**config.mk**
```make
export PLATFORM = sky130hd
export DESIGN_NAME = periph_irq_request_flags
export DESIGN_NICKNAME = d
export VERILOG_FILES = /design/src/pir_pkg.sv /design/src/sticky_flag_bank.sv /design/src/apb_reg_slave.sv /design/src/periph_irq_request_flags.sv
export SDC_FILE = /design/constraint.sdc
export NUM_CORES = 1
export LEC_CHECK = 0
export ABC_CLOCK_PERIOD_IN_PS = 1450
export BUFFER_PORTS_ARGS = -buffer_cell sky130_fd_sc_hd__buf_4
export CAP_MARGIN = 20
export CORE_MARGIN = 2
export CORE_UTILIZATION = 43
export CTS_CLUSTER_SIZE = 8
export DETAILED_ROUTE_END_ITERATION = 12
export GPL_ROUTABILITY_DRIVEN = 0
export MAX_ROUTING_LAYER = met4
export PLACE_DENSITY_LB_ADDON = 0.12
export SLEW_MARGIN = 25
export SYNTH_ARGS = -nofsm -noshare
export SYNTH_HDL_FRONTEND = slang
export SYNTH_HIERARCHICAL = 1
export SYNTH_SLANG_ARGS = --single-unit
```
**constraint.sdc**
```tcl
create_clock -name clk -period 1.45 [get_ports clk]
set_clock_uncertainty 0.15 [all_clocks]
set_input_delay 0 -clock clk [delete_from_list [all_inputs] [get_ports clk]]
set_output_delay 0 -clock clk [all_outputs]
set_load 0.02 [all_outputs]
```
**src/pir_pkg.sv**
```systemverilog
// Package: register map, field positions, reset values and carriers
package pir_pkg;

   // ---------------------------------------------------------------
   // Register byte offsets
   // ---------------------------------------------------------------
   localparam logic [11:0] OFS_REQ_ONE  = 12'h000;
   localparam logic [11:0] OFS_REQ_TWO  = 12'h004;
   localparam logic [11:0] OFS_MASK_ONE = 12'h008;
   localparam logic [11:0] OFS_MASK_TWO = 12'h00C;
   localparam logic [11:0] OFS_ZC_CFG   = 12'h010;

   // ---------------------------------------------------------------
   // Field positions
   // ---------------------------------------------------------------
   localparam int OSC_FAILSAFE_BIT = 7;
   localparam int CLOCK_SWITCH_BIT = 6;
   localparam int CONVERTER_BIT    = 0;
   localparam int ZERO_CROSS_BIT   = 6;
   localparam int COMP_TWO_BIT     = 1;
   localparam int COMP_ONE_BIT     = 0;
   localparam int ZC_RISE_BIT      = 0;
   localparam int ZC_FALL_BIT      = 1;

   // ---------------------------------------------------------------
   // Implemented bits and reset values
   // ---------------------------------------------------------------
   localparam logic [7:0] REQ_ONE_IMPL       = 8'hC1;
   localparam logic [7:0] REQ_TWO_IMPL_LARGE = 8'h43;
   localparam logic [7:0] REQ_TWO_IMPL_SMALL = 8'h41;
   localparam logic [7:0] REQ_RESET          = 8'h00;
   localparam logic [7:0] MASK_RESET         = 8'h00;
   localparam logic [1:0] ZC_CFG_RESET       = 2'h3;

   // Register selector
   typedef enum logic [2:0] {
      SEL_NONE, SEL_REQ_ONE, SEL_REQ_TWO, SEL_MASK_ONE, SEL_MASK_TWO, SEL_ZC_CFG
   } reg_sel_e;

   // Event inputs from the peripherals
   typedef struct packed {
      logic oscFail;
      logic clockSwitchReady;
      logic converterDone;
      logic zeroCrossOut;
      logic compOneIrq;
      logic compTwoIrq;
   } periph_evt_s;

   // APB request seen by the slave
   typedef struct packed {
      logic        psel;
      logic        penable;
      logic        pwrite;
      logic [11:0] paddr;
      logic [31:0] pwdata;
   } apb_req_s;

   // Decoded register write
   typedef struct packed {
      logic       wr;
      reg_sel_e   sel;
      logic [7:0] wdata;
   } reg_wr_s;

   // Readable register values
   typedef struct packed {
      logic [7:0] reqOne;
      logic [7:0] reqTwo;
      logic [7:0] maskOne;
      logic [7:0] maskTwo;
      logic [1:0] zcCfg;
   } reg_view_s;

   // Address decode
   function automatic reg_sel_e decodeAddr(input logic [11:0] addr);
      reg_sel_e s;
      if (addr == OFS_REQ_ONE) begin
         s = SEL_REQ_ONE;
      end else if (addr == OFS_REQ_TWO) begin
         s = SEL_REQ_TWO;
      end else if (addr == OFS_MASK_ONE) begin
         s = SEL_MASK_ONE;
      end else if (addr == OFS_MASK_TWO) begin
         s = SEL_MASK_TWO;
      end else if (addr == OFS_ZC_CFG) begin
         s = SEL_ZC_CFG;
      end else begin
         s = SEL_NONE;
      end
      return s;
   endfunction

endpackage

```
**src/sticky_flag_bank.sv**
```systemverilog
// Module: eight sticky request flags, hardware set, write-one-to-clear
module sticky_flag_bank #(
   parameter logic [7:0] IMPL = 8'hFF
) (
   input  wire logic       clk,      // System clock
   input  wire logic       resetn,   // Async reset, active low
   input  wire logic [7:0] setEvt,   // Hardware set pulses
   input  wire logic       clrWr,    // Software clear write strobe
   input  wire logic [7:0] clrData,  // Ones clear the flag
   output logic      [7:0] flags     // Sticky flags
);

   typedef struct packed {
      logic [7:0] flags;
   } bank_state_s;

   bank_state_s stateQ;
   bank_state_s stateD;
   logic [7:0]  nextBit;

   // ---------------------------------------------------------------
   // Per-bit next value
   // ---------------------------------------------------------------
   genvar i;
   generate
      for (i = 0; i < 8; i++) begin : g_bit
         // Set wins over clear; absent bits stay zero
         assign nextBit[i] = IMPL[i] & (setEvt[i] |
                             (stateQ.flags[i] & ~(clrWr & clrData[i])));
      end
   endgenerate

   // Next state
   always_comb begin
      stateD       = stateQ;
      stateD.flags = nextBit;
   end

   // State register
   always_ff @(posedge clk or negedge resetn) begin
      if (!resetn) begin
         stateQ.flags <= pir_pkg::REQ_RESET;
      end else begin
         stateQ <= stateD;
      end
   end

   assign flags = stateQ.flags;

   property p_setWins;
      @(posedge clk) disable iff (!resetn)
      (setEvt != 8'h00) |=> ((flags & ($past(setEvt) & IMPL)) == ($past(setEvt) & IMPL));
   endproperty
   a_setWins: assert property (p_setWins) else $error("set event lost");

endmodule

```
**src/apb_reg_slave.sv**
```systemverilog
// Module: APB slave front end with registered read data
module apb_reg_slave (
   input  wire logic              clk,      // System clock
   input  wire logic              resetn,   // Async reset, active low
   input  wire pir_pkg::apb_req_s req,      // APB request
   input  wire pir_pkg::reg_view_s view,    // Register values
   output logic [31:0]            prdata,   // Read data
   output logic                   pready,   // Transfer ready
   output logic                   pslverr,  // Unmapped address
   output pir_pkg::reg_wr_s       wrOut     // Decoded write
);

   typedef struct packed {
      logic [31:0] rdata;
   } slave_state_s;

   slave_state_s      stateQ;
   slave_state_s      stateD;
   pir_pkg::reg_sel_e sel;
   logic [7:0]        rdByte;
   logic              access;

   // Decode and access phase
   assign sel    = pir_pkg::decodeAddr(req.paddr);
   assign access = req.psel & req.penable;
   assign pready = access;
   assign pslverr = access & (sel == pir_pkg::SEL_NONE);

   // Read mux, unimplemented bits read zero
   always_comb begin
      rdByte = 8'h00;
      case (sel)
         pir_pkg::SEL_REQ_ONE:  rdByte = view.reqOne;
         pir_pkg::SEL_REQ_TWO:  rdByte = view.reqTwo;
         pir_pkg::SEL_MASK_ONE: rdByte = view.maskOne;
         pir_pkg::SEL_MASK_TWO: rdByte = view.maskTwo;
         pir_pkg::SEL_ZC_CFG:   rdByte = {6'h00, view.zcCfg};
         default:               rdByte = 8'h00;
      endcase
   end

   // Capture read data in the setup cycle
   always_comb begin
      stateD = stateQ;
      if (req.psel && !req.penable && !req.pwrite) begin
         stateD.rdata = {24'h00_0000, rdByte};
      end
   end

   always_ff @(posedge clk or negedge resetn) begin
      if (!resetn) begin
         stateQ.rdata <= 32'h0000_0000;
      end else begin
         stateQ <= stateD;
      end
   end

   assign prdata      = stateQ.rdata;
   assign wrOut.wr    = access & req.pwrite & (sel != pir_pkg::SEL_NONE);
   assign wrOut.sel   = sel;
   assign wrOut.wdata = req.pwdata[7:0];

endmodule

```
**src/periph_irq_request_flags.sv**
```systemverilog
// Module: two peripheral interrupt request flag registers with mask and irq

// Operation
// The oscillator fail-safe flag, bit 7 of request one, sets on a fail event and stays set.
// The clock switch flag, bit 6 of request one, sets when the switch is ready and stays set.
// The converter flag, bit 0 of request one, sets on completion and stays until cleared.
// The zero-cross flag, bit 6 of request two, sets on each enabled edge and stays set.
// The second comparator flag, bit 1 of request two, sets on its interrupt and stays set.
// The first comparator flag, bit 0 of request two, sets on its interrupt and stays set.
// The second comparator flag exists only on the larger variant, else it is absent.
// Absent bits of both request registers read zero and ignore writes.
// Each flag sets on its event whatever its enable bit and the global enable.
// Software should clear a flag before it enables that source.
// Every reset clears all request flags to zero.
// A hardware set in the same cycle as a software clear wins.
module periph_irq_request_flags #(
   parameter bit LARGE_VARIANT = 1'b1  // Second comparator present
) (
   input  wire logic                 clk,          // System clock
   input  wire logic                 resetn,       // Async reset, active low
   input  wire logic                 psel,         // APB select
   input  wire logic                 penable,      // APB enable
   input  wire logic                 pwrite,       // APB direction
   input  wire logic [11:0]          paddr,        // APB byte address
   input  wire logic [31:0]          pwdata,       // APB write data
   output logic      [31:0]          prdata,       // APB read data
   output logic                      pready,       // APB ready
   output logic                      pslverr,      // APB error
   input  wire pir_pkg::periph_evt_s events,       // Peripheral events
   output logic      [7:0]           reqOneFlags,  // Request one flags
   output logic      [7:0]           reqTwoFlags,  // Request two flags
   output logic                      irq           // Masked interrupt level
);

   // ---------------------------------------------------------------
   // Constants
   // ---------------------------------------------------------------
   localparam logic [7:0] REQ_TWO_IMPL = LARGE_VARIANT ? pir_pkg::REQ_TWO_IMPL_LARGE
                                                        : pir_pkg::REQ_TWO_IMPL_SMALL;

   // ---------------------------------------------------------------
   // State and wires
   // ---------------------------------------------------------------
   typedef struct packed {
      logic [7:0] maskOne;
      logic [7:0] maskTwo;
      logic [1:0] zcCfg;
      logic       zcPrev;
   } top_state_s;

   top_state_s         stateQ;
   top_state_s         stateD;
   pir_pkg::apb_req_s  busReq;
   pir_pkg::reg_wr_s   busWr;
   pir_pkg::reg_view_s view;
   logic [7:0]         setOne;
   logic [7:0]         setTwo;
   logic               clrOneWr;
   logic               clrTwoWr;
   logic               zcRise;
   logic               zcFall;
   logic               zcEvent;

   // ---------------------------------------------------------------
   // Bus slave
   // ---------------------------------------------------------------
   // Bundle the APB request
   assign busReq.psel    = psel;
   assign busReq.penable = penable;
   assign busReq.pwrite  = pwrite;
   assign busReq.paddr   = paddr;
   assign busReq.pwdata  = pwdata;

   // Readable registers
   assign view.reqOne  = reqOneFlags;
   assign view.reqTwo  = reqTwoFlags;
   assign view.maskOne = stateQ.maskOne;
   assign view.maskTwo = stateQ.maskTwo;
   assign view.zcCfg   = stateQ.zcCfg;

   apb_reg_slave u_slave (
      .clk     (clk),
      .resetn  (resetn),
      .req     (busReq),
      .view    (view),
      .prdata  (prdata),
      .pready  (pready),
      .pslverr (pslverr),
      .wrOut   (busWr)
   );

   // ---------------------------------------------------------------
   // Event capture
   // ---------------------------------------------------------------
   // Zero-cross edges qualified by their enables
   assign zcRise  = events.zeroCrossOut & ~stateQ.zcPrev;
   assign zcFall  = ~events.zeroCrossOut & stateQ.zcPrev;
   assign zcEvent = (zcRise & stateQ.zcCfg[pir_pkg::ZC_RISE_BIT]) |
                    (zcFall & stateQ.zcCfg[pir_pkg::ZC_FALL_BIT]);

   // Set vectors, independent of the masks; zero-cross uses its edge enables
   always_comb begin
      setOne = 8'h00;
      setTwo = 8'h00;
      setOne[pir_pkg::OSC_FAILSAFE_BIT] = events.oscFail;
      setOne[pir_pkg::CLOCK_SWITCH_BIT] = events.clockSwitchReady;
      setOne[pir_pkg::CONVERTER_BIT]    = events.converterDone;
      setTwo[pir_pkg::ZERO_CROSS_BIT]   = zcEvent;
      setTwo[pir_pkg::COMP_TWO_BIT]     = events.compTwoIrq;
      setTwo[pir_pkg::COMP_ONE_BIT]     = events.compOneIrq;
   end

   // Write-one-to-clear strobes
   assign clrOneWr = busWr.wr & (busWr.sel == pir_pkg::SEL_REQ_ONE);
   assign clrTwoWr = busWr.wr & (busWr.sel == pir_pkg::SEL_REQ_TWO);

   // ---------------------------------------------------------------
   // Request flag banks
   // ---------------------------------------------------------------
   // Request one: fail-safe, clock switch, converter
   sticky_flag_bank #(
      .IMPL (pir_pkg::REQ_ONE_IMPL)
   ) u_req_one (
      .clk     (clk),
      .resetn  (resetn),
      .setEvt  (setOne),
      .clrWr   (clrOneWr),
      .clrData (busWr.wdata),
      .flags   (reqOneFlags)
   );

   // Request two: zero-cross and comparators
   sticky_flag_bank #(
      .IMPL (REQ_TWO_IMPL)
   ) u_req_two (
      .clk     (clk),
      .resetn  (resetn),
      .setEvt  (setTwo),
      .clrWr   (clrTwoWr),
      .clrData (busWr.wdata),
      .flags   (reqTwoFlags)
   );

   // ---------------------------------------------------------------
   // Mask, zero-cross config and edge history
   // ---------------------------------------------------------------
   // Masks keep only implemented bits
   always_comb begin
      stateD        = stateQ;
      stateD.zcPrev = events.zeroCrossOut;
      if (busWr.wr) begin
         case (busWr.sel)
            pir_pkg::SEL_MASK_ONE: stateD.maskOne = busWr.wdata & pir_pkg::REQ_ONE_IMPL;
            pir_pkg::SEL_MASK_TWO: stateD.maskTwo = busWr.wdata & REQ_TWO_IMPL;
            pir_pkg::SEL_ZC_CFG:   stateD.zcCfg   = busWr.wdata[1:0];
            default:               stateD.zcCfg   = stateQ.zcCfg;
         endcase
      end
   end

   // State register
   always_ff @(posedge clk or negedge resetn) begin
      if (!resetn) begin
         stateQ.maskOne <= pir_pkg::MASK_RESET;
         stateQ.maskTwo <= pir_pkg::MASK_RESET;
         stateQ.zcCfg   <= pir_pkg::ZC_CFG_RESET;
         stateQ.zcPrev  <= 1'b0;
      end else begin
         stateQ <= stateD;
      end
   end

   // ---------------------------------------------------------------
   // Interrupt output
   // ---------------------------------------------------------------
   // High while any unmasked flag is set
   assign irq = |(reqOneFlags & stateQ.maskOne) | |(reqTwoFlags & stateQ.maskTwo);

   // ---------------------------------------------------------------
   // Checks
   // ---------------------------------------------------------------
   // Fail-safe flag sets and holds
   property p_oscSetHold;
      @(posedge clk) disable iff (!resetn)
      events.oscFail |=> reqOneFlags[pir_pkg::OSC_FAILSAFE_BIT] [*2]
         or ($past(events.oscFail) && clrOneWr);
   endproperty
   a_oscSetHold: assert property (p_oscSetHold) else $error("fail-safe flag");

   // Clock switch flag holds without a clear
   property p_cswHold;
      @(posedge clk) disable iff (!resetn)
      (reqOneFlags[pir_pkg::CLOCK_SWITCH_BIT]
         && !(clrOneWr && busWr.wdata[pir_pkg::CLOCK_SWITCH_BIT]))
      |=> reqOneFlags[pir_pkg::CLOCK_SWITCH_BIT];
   endproperty
   a_cswHold: assert property (p_cswHold) else $error("clock switch flag lost");

   // Converter flag clears on a one written without an event
   property p_convClear;
      @(posedge clk) disable iff (!resetn)
      (clrOneWr && busWr.wdata[pir_pkg::CONVERTER_BIT] && !events.converterDone)
      |=> !reqOneFlags[pir_pkg::CONVERTER_BIT];
   endproperty
   a_convClear: assert property (p_convClear) else $error("converter clear");

   // Enabled rising edge of zero-cross output sets its flag
   property p_zcRise;
      @(posedge clk) disable iff (!resetn)
      ($rose(events.zeroCrossOut) && stateQ.zcCfg[pir_pkg::ZC_RISE_BIT])
      |=> reqTwoFlags[pir_pkg::ZERO_CROSS_BIT];
   endproperty
   a_zcRise: assert property (p_zcRise) else $error("zero-cross rise");

   // Edge with both enables off leaves a clear flag clear
   property p_zcMasked;
      @(posedge clk) disable iff (!resetn)
      (stateQ.zcCfg == 2'h0 && !reqTwoFlags[pir_pkg::ZERO_CROSS_BIT])
      |=> !reqTwoFlags[pir_pkg::ZERO_CROSS_BIT];
   endproperty
   a_zcMasked: assert property (p_zcMasked) else $error("zero-cross unexpected");

   // Second comparator flag sets on the larger variant
   property p_compTwo;
      @(posedge clk) disable iff (!resetn)
      (LARGE_VARIANT && events.compTwoIrq) |=> reqTwoFlags[pir_pkg::COMP_TWO_BIT];
   endproperty
   a_compTwo: assert property (p_compTwo) else $error("comparator two flag");

   // First comparator flag is still set two cycles after its event when no clear follows it
   property p_compOne;
      @(posedge clk) disable iff (!resetn)
      (events.compOneIrq ##1 !clrTwoWr) |=> reqTwoFlags[pir_pkg::COMP_ONE_BIT];
   endproperty
   a_compOne: assert property (p_compOne) else $error("comparator one flag");

   // Small variant never shows the second comparator flag
   property p_compTwoAbsent;
      @(posedge clk) disable iff (!resetn)
      !LARGE_VARIANT |-> !reqTwoFlags[pir_pkg::COMP_TWO_BIT];
   endproperty
   a_compTwoAbsent: assert property (p_compTwoAbsent) else $error("absent bit set");

   // Absent bits read zero in both registers
   property p_absentZero;
      @(posedge clk) disable iff (!resetn)
      ((reqOneFlags & ~pir_pkg::REQ_ONE_IMPL) == 8'h00)
      && ((reqTwoFlags & ~REQ_TWO_IMPL) == 8'h00);
   endproperty
   a_absentZero: assert property (p_absentZero) else $error("absent bit nonzero");

   // Converter flag sets even with mask one at zero, irq stays low
   property p_setIgnoresMask;
      @(posedge clk) disable iff (!resetn)
      (events.converterDone && stateQ.maskOne == 8'h00 && !busWr.wr)
      |=> (reqOneFlags[pir_pkg::CONVERTER_BIT] && !irq);
   endproperty
   a_setIgnoresMask: assert property (p_setIgnoresMask) else $error("mask blocked set");

   // All flags clear right after reset release
   property p_resetClear;
      @(posedge clk) disable iff (!resetn)
      $rose(resetn) |-> (reqOneFlags == 8'h00 && reqTwoFlags == 8'h00);
   endproperty
   a_resetClear: assert property (p_resetClear) else $error("flags not cleared");

   // Set beats a simultaneous clear
   property p_setBeatsClear;
      @(posedge clk) disable iff (!resetn)
      (events.oscFail && clrOneWr && busWr.wdata[pir_pkg::OSC_FAILSAFE_BIT])
      |=> reqOneFlags[pir_pkg::OSC_FAILSAFE_BIT];
   endproperty
   a_setBeatsClear: assert property (p_setBeatsClear) else $error("clear beat set");

   // Clock switch event sets its flag one cycle later
   property p_cswSet;
      @(posedge clk) disable iff (!resetn)
      events.clockSwitchReady |=> reqOneFlags[pir_pkg::CLOCK_SWITCH_BIT];
   endproperty
   a_cswSet: assert property (p_cswSet) else $error("clock switch flag not set");

   // Converter event sets its flag one cycle later
   property p_convSet;
      @(posedge clk) disable iff (!resetn)
      events.converterDone |=> reqOneFlags[pir_pkg::CONVERTER_BIT];
   endproperty
   a_convSet: assert property (p_convSet) else $error("converter flag not set");

   // Enabled falling edge of zero-cross output sets its flag
   property p_zcFall;
      @(posedge clk) disable iff (!resetn)
      ($fell(events.zeroCrossOut) && stateQ.zcCfg[pir_pkg::ZC_FALL_BIT])
      |=> reqTwoFlags[pir_pkg::ZERO_CROSS_BIT];
   endproperty
   a_zcFall: assert property (p_zcFall) else $error("zero-cross fall");

   // First comparator flag holds without a clear write
   property p_compOneHold;
      @(posedge clk) disable iff (!resetn)
      (reqTwoFlags[pir_pkg::COMP_ONE_BIT] && !clrTwoWr)
      |=> reqTwoFlags[pir_pkg::COMP_ONE_BIT];
   endproperty
   a_compOneHold: assert property (p_compOneHold) else $error("comparator one lost");

   // Unmasked converter flag raises the interrupt
   property p_irqFollows;
      @(posedge clk) disable iff (!resetn)
      (reqOneFlags[pir_pkg::CONVERTER_BIT] && stateQ.maskOne[pir_pkg::CONVERTER_BIT])
      |-> irq;
   endproperty
   a_irqFollows: assert property (p_irqFollows) else $error("irq missing");

   // Masks are clear right after reset release
   property p_maskReset;
      @(posedge clk) disable iff (!resetn)
      $rose(resetn) |-> (stateQ.maskOne == 8'h00 && stateQ.maskTwo == 8'h00 && !irq);
   endproperty
   a_maskReset: assert property (p_maskReset) else $error("mask not cleared");

endmodule

```
==> summary.md, run 1 <==
| Metric | Value |
|---|---|
| Status | finished, violations left |
| Failing checks | negative setup slack |
| Tcrit/Tclk final | 101% |
| Final setup viols | 4 |
| Post-DR wirelength/cell | 13.3 microns |
| Clk slew on worst S/H paths | around 0.08 ns |
| Pwr per Cell Area | around 610 mW/mm^2 |
| Final wirelength | roughly 3.7 mm |
| Crit-path max cell delay | between 0.5 and 0.6 ns |
| Yosys warnings | 6 |
| F_max | ~0.68 GHz |
| Share of layout cells above drive strength 1 | between 30% and 40% |
| Chip Width | about 65 microns |
| Global Route Usage Sum | between 10% and 20% |
| Die Area | approximately 0.0043 sq mm |
| Vias in the first global route | 1239 |
| Reg-to-reg startpoint | stateQ[1] |
| Post-DP Area | about 0.0020 sq mm |
| Nets | around 290 |
| CP endpoint kind | flop |
| Core area | roughly 0.0037 sq mm |
| Min-delay worst type | in -> async |
| DP Worst Slack | -0.303 ns |
| Required @ worst endpoint | 1.47 ns |
| Clk sinks | 23 |
| Commonest non-fill, non-tap cell in the layout | buf_4 |
| Port Buffer Count | 43 |
| Critical R2R Capture | u_slave/prdata[0] |
| VDD IR-drop max | 0.563 mV |
| Fin worst setup slack | -0.0178 ns |
| RSZ-0062 raised after global routing | yes |
| HPWL after DPL | between 2 and 3 mm |
| Max-slew violations | 0 |
| Cell count after synthesis | 162 |
| H-tree depth reported by CTS | 1 |
| Max_cap viols | 0 |
| Setup Total Neg Slack | -0.0616 ns |
| Largest net degree at the start of global routing | 24 |
| CP Class | reg -> reg |
| Startpoint types | flop |
| Grt total ovfl | 0 |
| Routed vias | around 1300 |
| I/O pin count | ~110 |
| Die height | ~65 microns |
| Initial core utilization | 44.4% |
| Commonest cells after routing, fill and taps aside | 53 x buf_4, 44 x conb_1, 21 x dfrtp_1, 17 x nand2_1, 11 x dlygate4sd3_1 |
| Initial DRC count | 32 |
| Worst reg2reg path depth | 3 |
| Final worst path period need | approximately 1.5 ns |
| Initial antenna violation count | 0 |
| Final hold vios | 0 |
| Global-route wire length before repair | between 5 and 6 mm |
| Flop-to-flop setup slack | -0.02 ns |
| Lkg Pwr | between 1 and 1.5 nW |
| DR vias/cell | approximately 4.6 |
| Root buffer cell | clkbuf_8 |
| Mapped Avg Cell Area | about 10 sq um |
| DR DRC count | 0 |
| Worst skew pair latency | 0.27 ns |
| CTS tree | done |
| Critical path, cell by cell | nor4bb_1, nor3_1, o31ai_1 |
| Crit Path Max Fanout | 3 |
| Slowest CP cell | dfstp_2 |
| Ant diodes | 0 |
| Post-Syn Area | 0.00163 sq mm |
| Antenna-violating nets left | 0 |
| Row count | 22 |
| Final Instance Area | roughly 0.0022 sq mm |
| DR pass1 iterations | 4 |
| Synth-to-Final Area Change | 34.9% |
| CTS max path bufs | 2 |
| CTS buffer count | 3 |
| Arr. time, crit path | between 1 and 1.5 ns |
[stage by stage]
step | std cells | util, % | hold slack, ns | power, mW
floorplan | 202 | - | -0.446 | 0.902
global placement | 261 | 53.4 | -0.238 | 0.912
detailed placement | 261 | 53.4 | -0.234 | 0.916
CTS | 277 | 58.1 | 0.0195 | 1.35
global route | 278 | 59.9 | 0.0411 | 1.41
finish | 278 | 59.9 | 0.0184 | 1.35
[worst max-delay path, delay by kind of cell (launching register included)]
kind               cells  cell delay [ns]
AOI/OAI and AO/OA      1             0.21
DFF                    1             0.56
and+or+nand+nor        2             0.45
[registers in the layout, indices dropped and copies added (netlist names)]
name	count
stateQ	9
u_req_one/flags	3
u_req_two/flags	3
u_slave/prdata	8
[routing by layer]
metal	vias to the layer above	GRT usage (%)	wire [microns]
met4	0	4.69	37
li1	617	-	-
met3	4	3.25	184
met2	49	31.6	1960
met5	-	-	0
met1	620	22.4	1510
[final cells by class]
class	instances	area, sq um
fillers	330	1470
multi-input cells	130	945
flip-flops and latches	23	578
repair buffers	67	542
well taps	48	60.1
clock buffers	3	41.3
inverters	6	22.5
clock inverters	1	5.00
[power breakdown]
part / switching [mW] / internal [mW]
registers: 0.000679 / 0.643
logic: 0.182 / 0.122
clock network: 0.209 / 0.192
[worst max path at each step]
| stage | start | to | slack [ns] |
|---|---|---|---|
| 2_1_floorplan | paddr[7] | stateQ[3] | -0.09 |
| 3_3_place_gp | paddr[7] | stateQ[2] | -0.26 |
| 3_5_place_dp | paddr[9] | stateQ[2] | -0.30 |
| 4_1_cts | stateQ[2] | u_slave/prdata[1] | 0.002 |
| 5_1_grt | paddr[0] | stateQ[3] | -0.08 |
| 6_report | stateQ[1] | u_slave/prdata[0] | -0.02 |
[what timing repair did]
action,CTS,global route
endpoints found under the setup margin,6,16
pin swaps,3,6
resized for setup,1,11
hold endpoints to repair,38,0
buffers inserted,1,1
hold buffers,11,0
(Power assumes the default switching activity.)
==> run 2: changes to the inputs <==
==> constraint.sdc (replaced) <==
create_clock -name clk -period 1.45 [get_ports clk]
set_clock_uncertainty 0.15 [all_clocks]
set_input_delay 0.0725 -clock clk [delete_from_list [all_inputs] [get_ports clk]]
set_output_delay 0.0725 -clock clk [all_outputs]
set_load 0.02 [all_outputs]
==> summary.md, run 2 (same netlist as run 1, synthesis figures left out) <==
| Metric | Value |
|---|---|
| Worst reg2reg path depth | 3 (unchanged) |
| CTS max path bufs | 2 (unchanged) |
| Crit Path Max Fanout | 5 (was 3) |
| Final wirelength | 3.54 mm (was 3.69 mm) |
| Psw | 388 uW (was 392 uW) |
| Ant diodes | 0 (unchanged) |
| DR pass1 iterations | 4 (unchanged) |
| Post-DR wirelength/cell | 12.4 microns (was 13.3 microns) |
| Post-layout power | 1.36 mW (was 1.35 mW) |
| Port Buffer Count | 43 (unchanged) |
| Pint | 971 uW (was 956 uW) |
| Power share of the sequential group | 47.3% (was 47.7%) |
| Die Area | 0.00429 sq mm (unchanged) |
| Reg-to-reg startpoint | stateQ[1] (unchanged) |
| Final Instance Area | 0.00226 sq mm (was 0.00219 sq mm) |
| Grt total ovfl | 0 (unchanged) |
| Failing checks | negative setup slack (unchanged) |
| Required @ worst endpoint | 1.45 ns (was 1.47 ns) |
| Synth-to-Final Area Change | 39.2% (was 34.9%) |
| Max_cap viols | 0 (unchanged) |
| Max-slew violations | 0 (unchanged) |
| Status | finished, violations left (unchanged) |
| F_max | 0.666 GHz (was 0.681 GHz) |
| Min-delay worst type | in -> async (unchanged) |
| Slowest CP cell | nor4_4 (was dfstp_2) |
| Vias in the first global route | 1209 (was 1239) |
| Fin worst setup slack | -0.0505 ns (was -0.0178 ns) |
| Share of layout cells above drive strength 1 | 40.9% (was 39.1%) |
| Clk slew on worst S/H paths | 0.08 ns (about the same) |
| WP buf/inv | 1 (was 0) |
| Global-route wire length before repair | 5.50 mm (was 5.83 mm) |
| Routed vias | 1319 (was 1290) |
| Commonest non-fill, non-tap cell in the layout | buf_4 (unchanged) |
| CP endpoint kind | flop (unchanged) |
| Max reg flops | 9 (unchanged) |
| Root buffer cell | clkbuf_8 (unchanged) |
| DR DRC count | 0 (unchanged) |
| I/O pin count | 106 (unchanged) |
| Post-DP Area | 0.00199 sq mm (was 0.00196 sq mm) |
| Top delay family on crit path | simple AND/OR/NAND/NOR gates (was flip-flops) |
| Critical R2R Capture | u_slave/prdata[0] (unchanged) |
| Tcrit/Tclk final | 103% (was 101%) |
| Chip Width | 65.5 microns (unchanged) |
| Nets | 293 (was 286) |
| VDD IR-drop max | 0.484 mV (was 0.563 mV) |
| Clk sinks | 23 (unchanged) |
| Comb power frac | 23.0% (was 22.5%) |
| Startpoint types | input pin (was flop) |
| Core area | 0.00366 sq mm (unchanged) |
| Crit-path max cell delay | 0.33 ns (was 0.56 ns) |
| Final worst path period need | 1.50 ns (was 1.47 ns) |
| Largest net degree at the start of global routing | 24 (unchanged) |
| Flop-to-flop setup slack | 0.06 ns (was -0.02 ns) |
| Final setup viols | 6 (was 4) |
| RSZ-0062 raised after global routing | yes (unchanged) |
| Initial core utilization | 44.4% (unchanged) |
| Worst skew pair latency | 0.26 ns (was 0.27 ns) |
| Clock power frac | 29.7% (was 29.8%) |
| Final hold vios | 0 (unchanged) |
| CTS buffer count | 3 (unchanged) |
| CTS tree | done (unchanged) |
| Biggest register | stateQ (unchanged) |
| Commonest cells after routing, fill and taps aside | 59 x buf_4, 44 x conb_1, 21 x dfrtp_1, 17 x nand2_1, 11 x dlygate4sd3_1 (was 53 x buf_4, 44 x conb_1, 21 x dfrtp_1, 17 x nand2_1, 11 x dlygate4sd3_1) |
| H-tree depth reported by CTS | 1 (unchanged) |
| Lkg Pwr | 1.05 nW (was 1.01 nW) |
| Switching Share | 28.5% (was 29.1%) |
| Initial antenna violation count | 0 (unchanged) |
| Row count | 22 (unchanged) |
| Antenna-violating nets left | 0 (unchanged) |
| Setup Total Neg Slack | -0.189 ns (was -0.0616 ns) |
| DR vias/cell | 4.63 (was 4.64) |
| Critical path, cell by cell | buf_6, nor4_4, nand4_1, nor2_4, and4bb_4, mux2_4 (was nor4bb_1, nor3_1, o31ai_1) |
| DP Worst Slack | -0.421 ns (was -0.303 ns) |
| Initial DRC count | 26 (was 32) |
| HPWL after DPL | 2.88 mm (was 2.83 mm) |
| Global Route Usage Sum | 17.3% (was 18.3%) |
| CP Class | in -> reg (was reg -> reg) |
| Pwr per Cell Area | 601 mW/mm^2 (was 615 mW/mm^2) |
| Die height | 65.5 microns (unchanged) |
| Arr. time, crit path | 1.51 ns (was 1.49 ns) |
-- run 2: cell types whose count changed in the layout (fill, tap and decap cells not counted) --
cell / before / now
nor4bb_4: 1 / 2
clkbuf_1: 0 / 1
nor4bb_1: 1 / 0
and2_1: 2 / 1
o21ai_1: 6 / 7
clkinv_2: 1 / 0
buf_6: 3 / 4
o21ai_2: 1 / 0
buf_4: 53 / 59
and2_4: 0 / 1
-- run 2: worst max path at each step --
| stage | from | endpoint | cells after the start |
|---|---|---|---|
| after floorplan | paddr[7] | stateQ[3] | 5 |
| after global placement | paddr[7] | stateQ[9] | 6 |
| after detailed placement | paddr[7] | stateQ[11] | 6 |
| after CTS | paddr[7] | stateQ[11] | 6 |
| after global routing | paddr[7] | stateQ[3] | 6 |
| final | paddr[7] | stateQ[3] | 6 |
-- run 2: worst register-to-register path: cells and delay by family (launching register included) --
kind	cells	cell delay (ns)
flops	1	0.56
compound gates	1	0.19
simple gates	2	0.41
-- run 2: timing repair --
action | CTS | global route
endpoints found under the hold margin | 38 | 0
resized for setup | 5 | 10
pin swaps | 3 | 9
endpoints found under the setup margin | 12 | 17
setup buffers | 1 | 3
hold buffers | 11 | 0
gates cloned | 0 | 0
-- run 2: area by class of cell --
class / instances / area (sq um)
fillers: 327 / 1400
multi-input cells: 130 / 958
repair buffers: 74 / 598
flip-flops and latches: 23 / 578
well taps: 48 / 60.1
clock buffers: 4 / 45.0
inverters: 6 / 22.5
-- run 2: power by group through the flow --
stage / registers [mW] / logic (mW) / clock network (mW)
floorplan: 0.656 / 0.250 / 0
global placement: 0.656 / 0.267 / 0
detailed placement: 0.656 / 0.270 / 0
CTS: 0.643 / 0.299 / 0.418
global route: 0.644 / 0.340 / 0.453
finish: 0.643 / 0.313 / 0.403
-- run 2: per-layer routing --
metal | global-route usage [%] | part of all wire [%] | wire length [microns]
met5 | - | 0 | 0
met3 | 3.25 | 5.4 | 190
met4 | 3.13 | 0.65 | 23
met1 | 19.0 | 40 | 1420
met2 | 32.8 | 54 | 1900
-- run 2: metrics by stage --
stage	instances	util, %	hold slack (ns)
6_report	285	61.8	0.0762
5_1_grt	285	61.8	0.0881
4_1_cts	282	59.6	0.0820
3_5_place_dp	266	54.4	-0.170
3_3_place_gp	266	54.4	-0.166
2_1_floorplan	202	-	-0.373
==> run 3: changes to the inputs <==
- ABC_AREA: not set -> 1
- CORE_UTILIZATION: 43 -> 45
==> summary.md, run 3 <==
| Metric | Value |
|---|---|
| Commonest cells after routing, fill and taps aside | 90 x nand2_1, 68 x buf_4, 44 x conb_1, 34 x nand3_1, 21 x dfrtp_1 (was 59 x buf_4, 44 x conb_1, 21 x dfrtp_1, 17 x nand2_1, 11 x dlygate4sd3_1) |
| Post-Layout Cell Count | 406 (was 285) |
| Share of layout cells above drive strength 1 | 35.1% (was 40.9%) |
| Flop-to-flop setup slack | 0.32 ns (was 0.06 ns) |
| Critical R2R Capture | u_slave/prdata[0] (unchanged) |
| Wire length on met1 | 1.86 mm (was 1.42 mm) |
| Die Area | 0.00479 sq mm (was 0.00429 sq mm) |
| DR vias/cell | 4.44 (was 4.63) |
| Largest net degree at the start of global routing | 24 (unchanged) |
| Root buffer cell | clkbuf_8 (unchanged) |
| CP Class | in -> reg (unchanged) |
| Commonest non-fill, non-tap cell in the layout | nand2_1 (was buf_4) |
| Initial core utilization | 47.2% (was 44.4%) |
| VDD IR-drop max | 0.556 mV (was 0.484 mV) |
| Met2 routed WL | 2.23 mm (was 1.90 mm) |
| CP endpoint kind | flop (unchanged) |
| F_max | 0.710 GHz (was 0.666 GHz) |
| Initial DRC count | 63 (was 26) |
| Nets | 412 (was 293) |
| Die height | 69.2 microns (was 65.5 microns) |
| Reg-to-reg startpoint | stateQ[1] (unchanged) |
| I/O pin count | 106 (unchanged) |
| Yosys warnings | 6 (unchanged) |
| Final worst path period need | 1.41 ns (was 1.50 ns) |
| Worst skew pair latency | 0.26 ns (about the same) |
| Required @ worst endpoint | 1.46 ns (was 1.45 ns) |
| Post-Syn Area | 0.00191 sq mm (was 0.00163 sq mm) |
| Biggest register | stateQ (unchanged) |
| Lkg Pwr | 1.49 nW (was 1.05 nW) |
| Dpl cells | 386 (was 266) |
| Uppermost layer routed | met4 (unchanged) |
| Post-DR wirelength/cell | 10.7 microns (was 12.4 microns) |
| Grt total ovfl | 0 (unchanged) |
| Worst reg2reg path depth | 6 (was 3) |
| Status | complete, no violations (was finished, violations left) |
| Fin util | 64.6% (was 61.8%) |
| Clk slew on worst S/H paths | 0.08 ns (about the same) |
| Core area | 0.00406 sq mm (was 0.00366 sq mm) |
| HPWL after DPL | 3.39 mm (was 2.88 mm) |
| Clk sinks | 23 (unchanged) |
| Multi-input gate area | 0.00117 sq mm (was 958 sq um) |
| CTS buffer count | 3 (unchanged) |
| Pwr per Cell Area | 503 mW/mm^2 (was 601 mW/mm^2) |
| Min-delay worst type | in -> async (unchanged) |
| Max_cap viols | 0 (unchanged) |
| Max reg flops | 9 (unchanged) |
| Synth-to-Final Area Change | 37.0% (was 39.2%) |
| DR DRC count | 0 (unchanged) |
| Fin worst setup slack | 0.0415 ns (was -0.0505 ns) |
| DP Worst Slack | -0.288 ns (was -0.421 ns) |
| RSZ-0062 raised after global routing | yes (unchanged) |
| Chip Width | 69.2 microns (was 65.5 microns) |
| Crit Path Max Fanout | 4 (was 5) |
| Arr. time, crit path | 1.42 ns (was 1.51 ns) |
| Tcrit/Tclk final | 97.1% (was 103%) |
| Filler cells | 401 (was 327) |
| Max-slew violations | 0 (unchanged) |
| Initial antenna violation count | 0 (unchanged) |
| Final setup viols | 0 (was 6) |
| Port Buffer Count | 43 (unchanged) |
| CTS tree | done (unchanged) |
| CTS max path bufs | 2 (unchanged) |
| Routed vias | 1803 (was 1319) |
| Ant diodes | 0 (unchanged) |
| Final wirelength | 4.33 mm (was 3.54 mm) |
| Mapped Avg Cell Area | 7.12 sq um (was 10.0 sq um) |
| Cell count after synthesis | 269 (was 162) |
| Global Route Usage Sum | 18.5% (was 17.3%) |
| Final hold vios | 0 (unchanged) |
| Vias in the first global route | 1668 (was 1209) |
| Global-route wire length before repair | 7.14 mm (was 5.50 mm) |
| Antenna-violating nets left | 0 (unchanged) |
| DR pass1 iterations | 4 (unchanged) |
| FF/Latch Area | 578 sq um (unchanged) |
| H-tree depth reported by CTS | 1 (unchanged) |
| Met3 WL | 205 microns (was 190 microns) |
| Row count | 23 (was 22) |
| Startpoint types | input pin (unchanged) |
run 3: cell types whose count changed in the layout (fill, tap and decap cells not counted), moves of 7 or more:
cell / before / now
buf_4: 59 / 68
inv_1: 6 / 15
nand2_1: 17 / 90
nand2_2: 0 / 12
nand3_1: 1 / 34
o21ai_1: 7 / 0
run 3: worst max path at each step:
stage	cells past startpoint	start	end
after CTS	13	paddr[6]	u_req_one/flags[6]
after global routing	13	paddr[1]	u_req_one/flags[0]
final	13	paddr[6]	u_req_one/flags[6]
after global placement	13	paddr[6]	u_req_one/flags[7]
after detailed placement	13	paddr[6]	u_req_one/flags[6]
after floorplan	12	paddr[6]	u_req_one/flags[6]
run 3: per-layer routing:
layer	up-vias	GRT usage, %
li1	931	-
met5	-	-
met1	808	23.3
met2	59	31.6
met4	0	3.92
met3	5	2.76
run 3: critical path, stage by stage:
cell and delay [ns]:
buf_6 0.09, nor2_4 0.17, nand2_8 0.12, nor2_8 0.12, clkinv_4 0.09, nor2_8 0.10, nor3_4 0.05, nor2_2 0.11
nand2_2 0.10, nor3_4 0.22, nand2_1 0.08, nand2_1 0.06, nand2_1 0.04
run 3: report_power, final:
part	internal [mW]	total [mW]	switching [mW]
Combinational	0.100	0.284	0.184
Clock	0.192	0.390	0.198
Sequential	0.643	0.643	0.000811
Total	0.935	1.32	0.383
run 3: area by class of cell:
type                    count  area share (%)
multi-input cells         222            44.5
repair buffers             83            25.4
flip-flops and latches     23            22.0
inverters                  24            3.91
well taps                  50            2.39
clock buffers               3            1.57
clock inverters             1           0.191
run 3: stage by stage:
stage / instance area, sq um / setup TNS (ns) / hold WS (ns) / total power [mW]
floorplan: 2080 / -0.398 / -0.373 / 0.881
global placement: 2340 / -2.81 / -0.170 / 0.903
detailed placement: 2340 / -2.93 / -0.169 / 0.904
CTS: 2500 / 0 / 0.0881 / 1.32
global route: 2620 / -0.251 / 0.113 / 1.38
finish: 2620 / 0 / 0.0812 / 1.32
run 3: repair_timing:
item | in CTS | in global routing
hold endpoints to repair | 38 | 0
setup buffers | 0 | 5
hold buffers | 11 | 0
pin swaps | 1 | 3
endpoints found under the setup margin | 1 | 15
gates resized for setup | 0 | 23
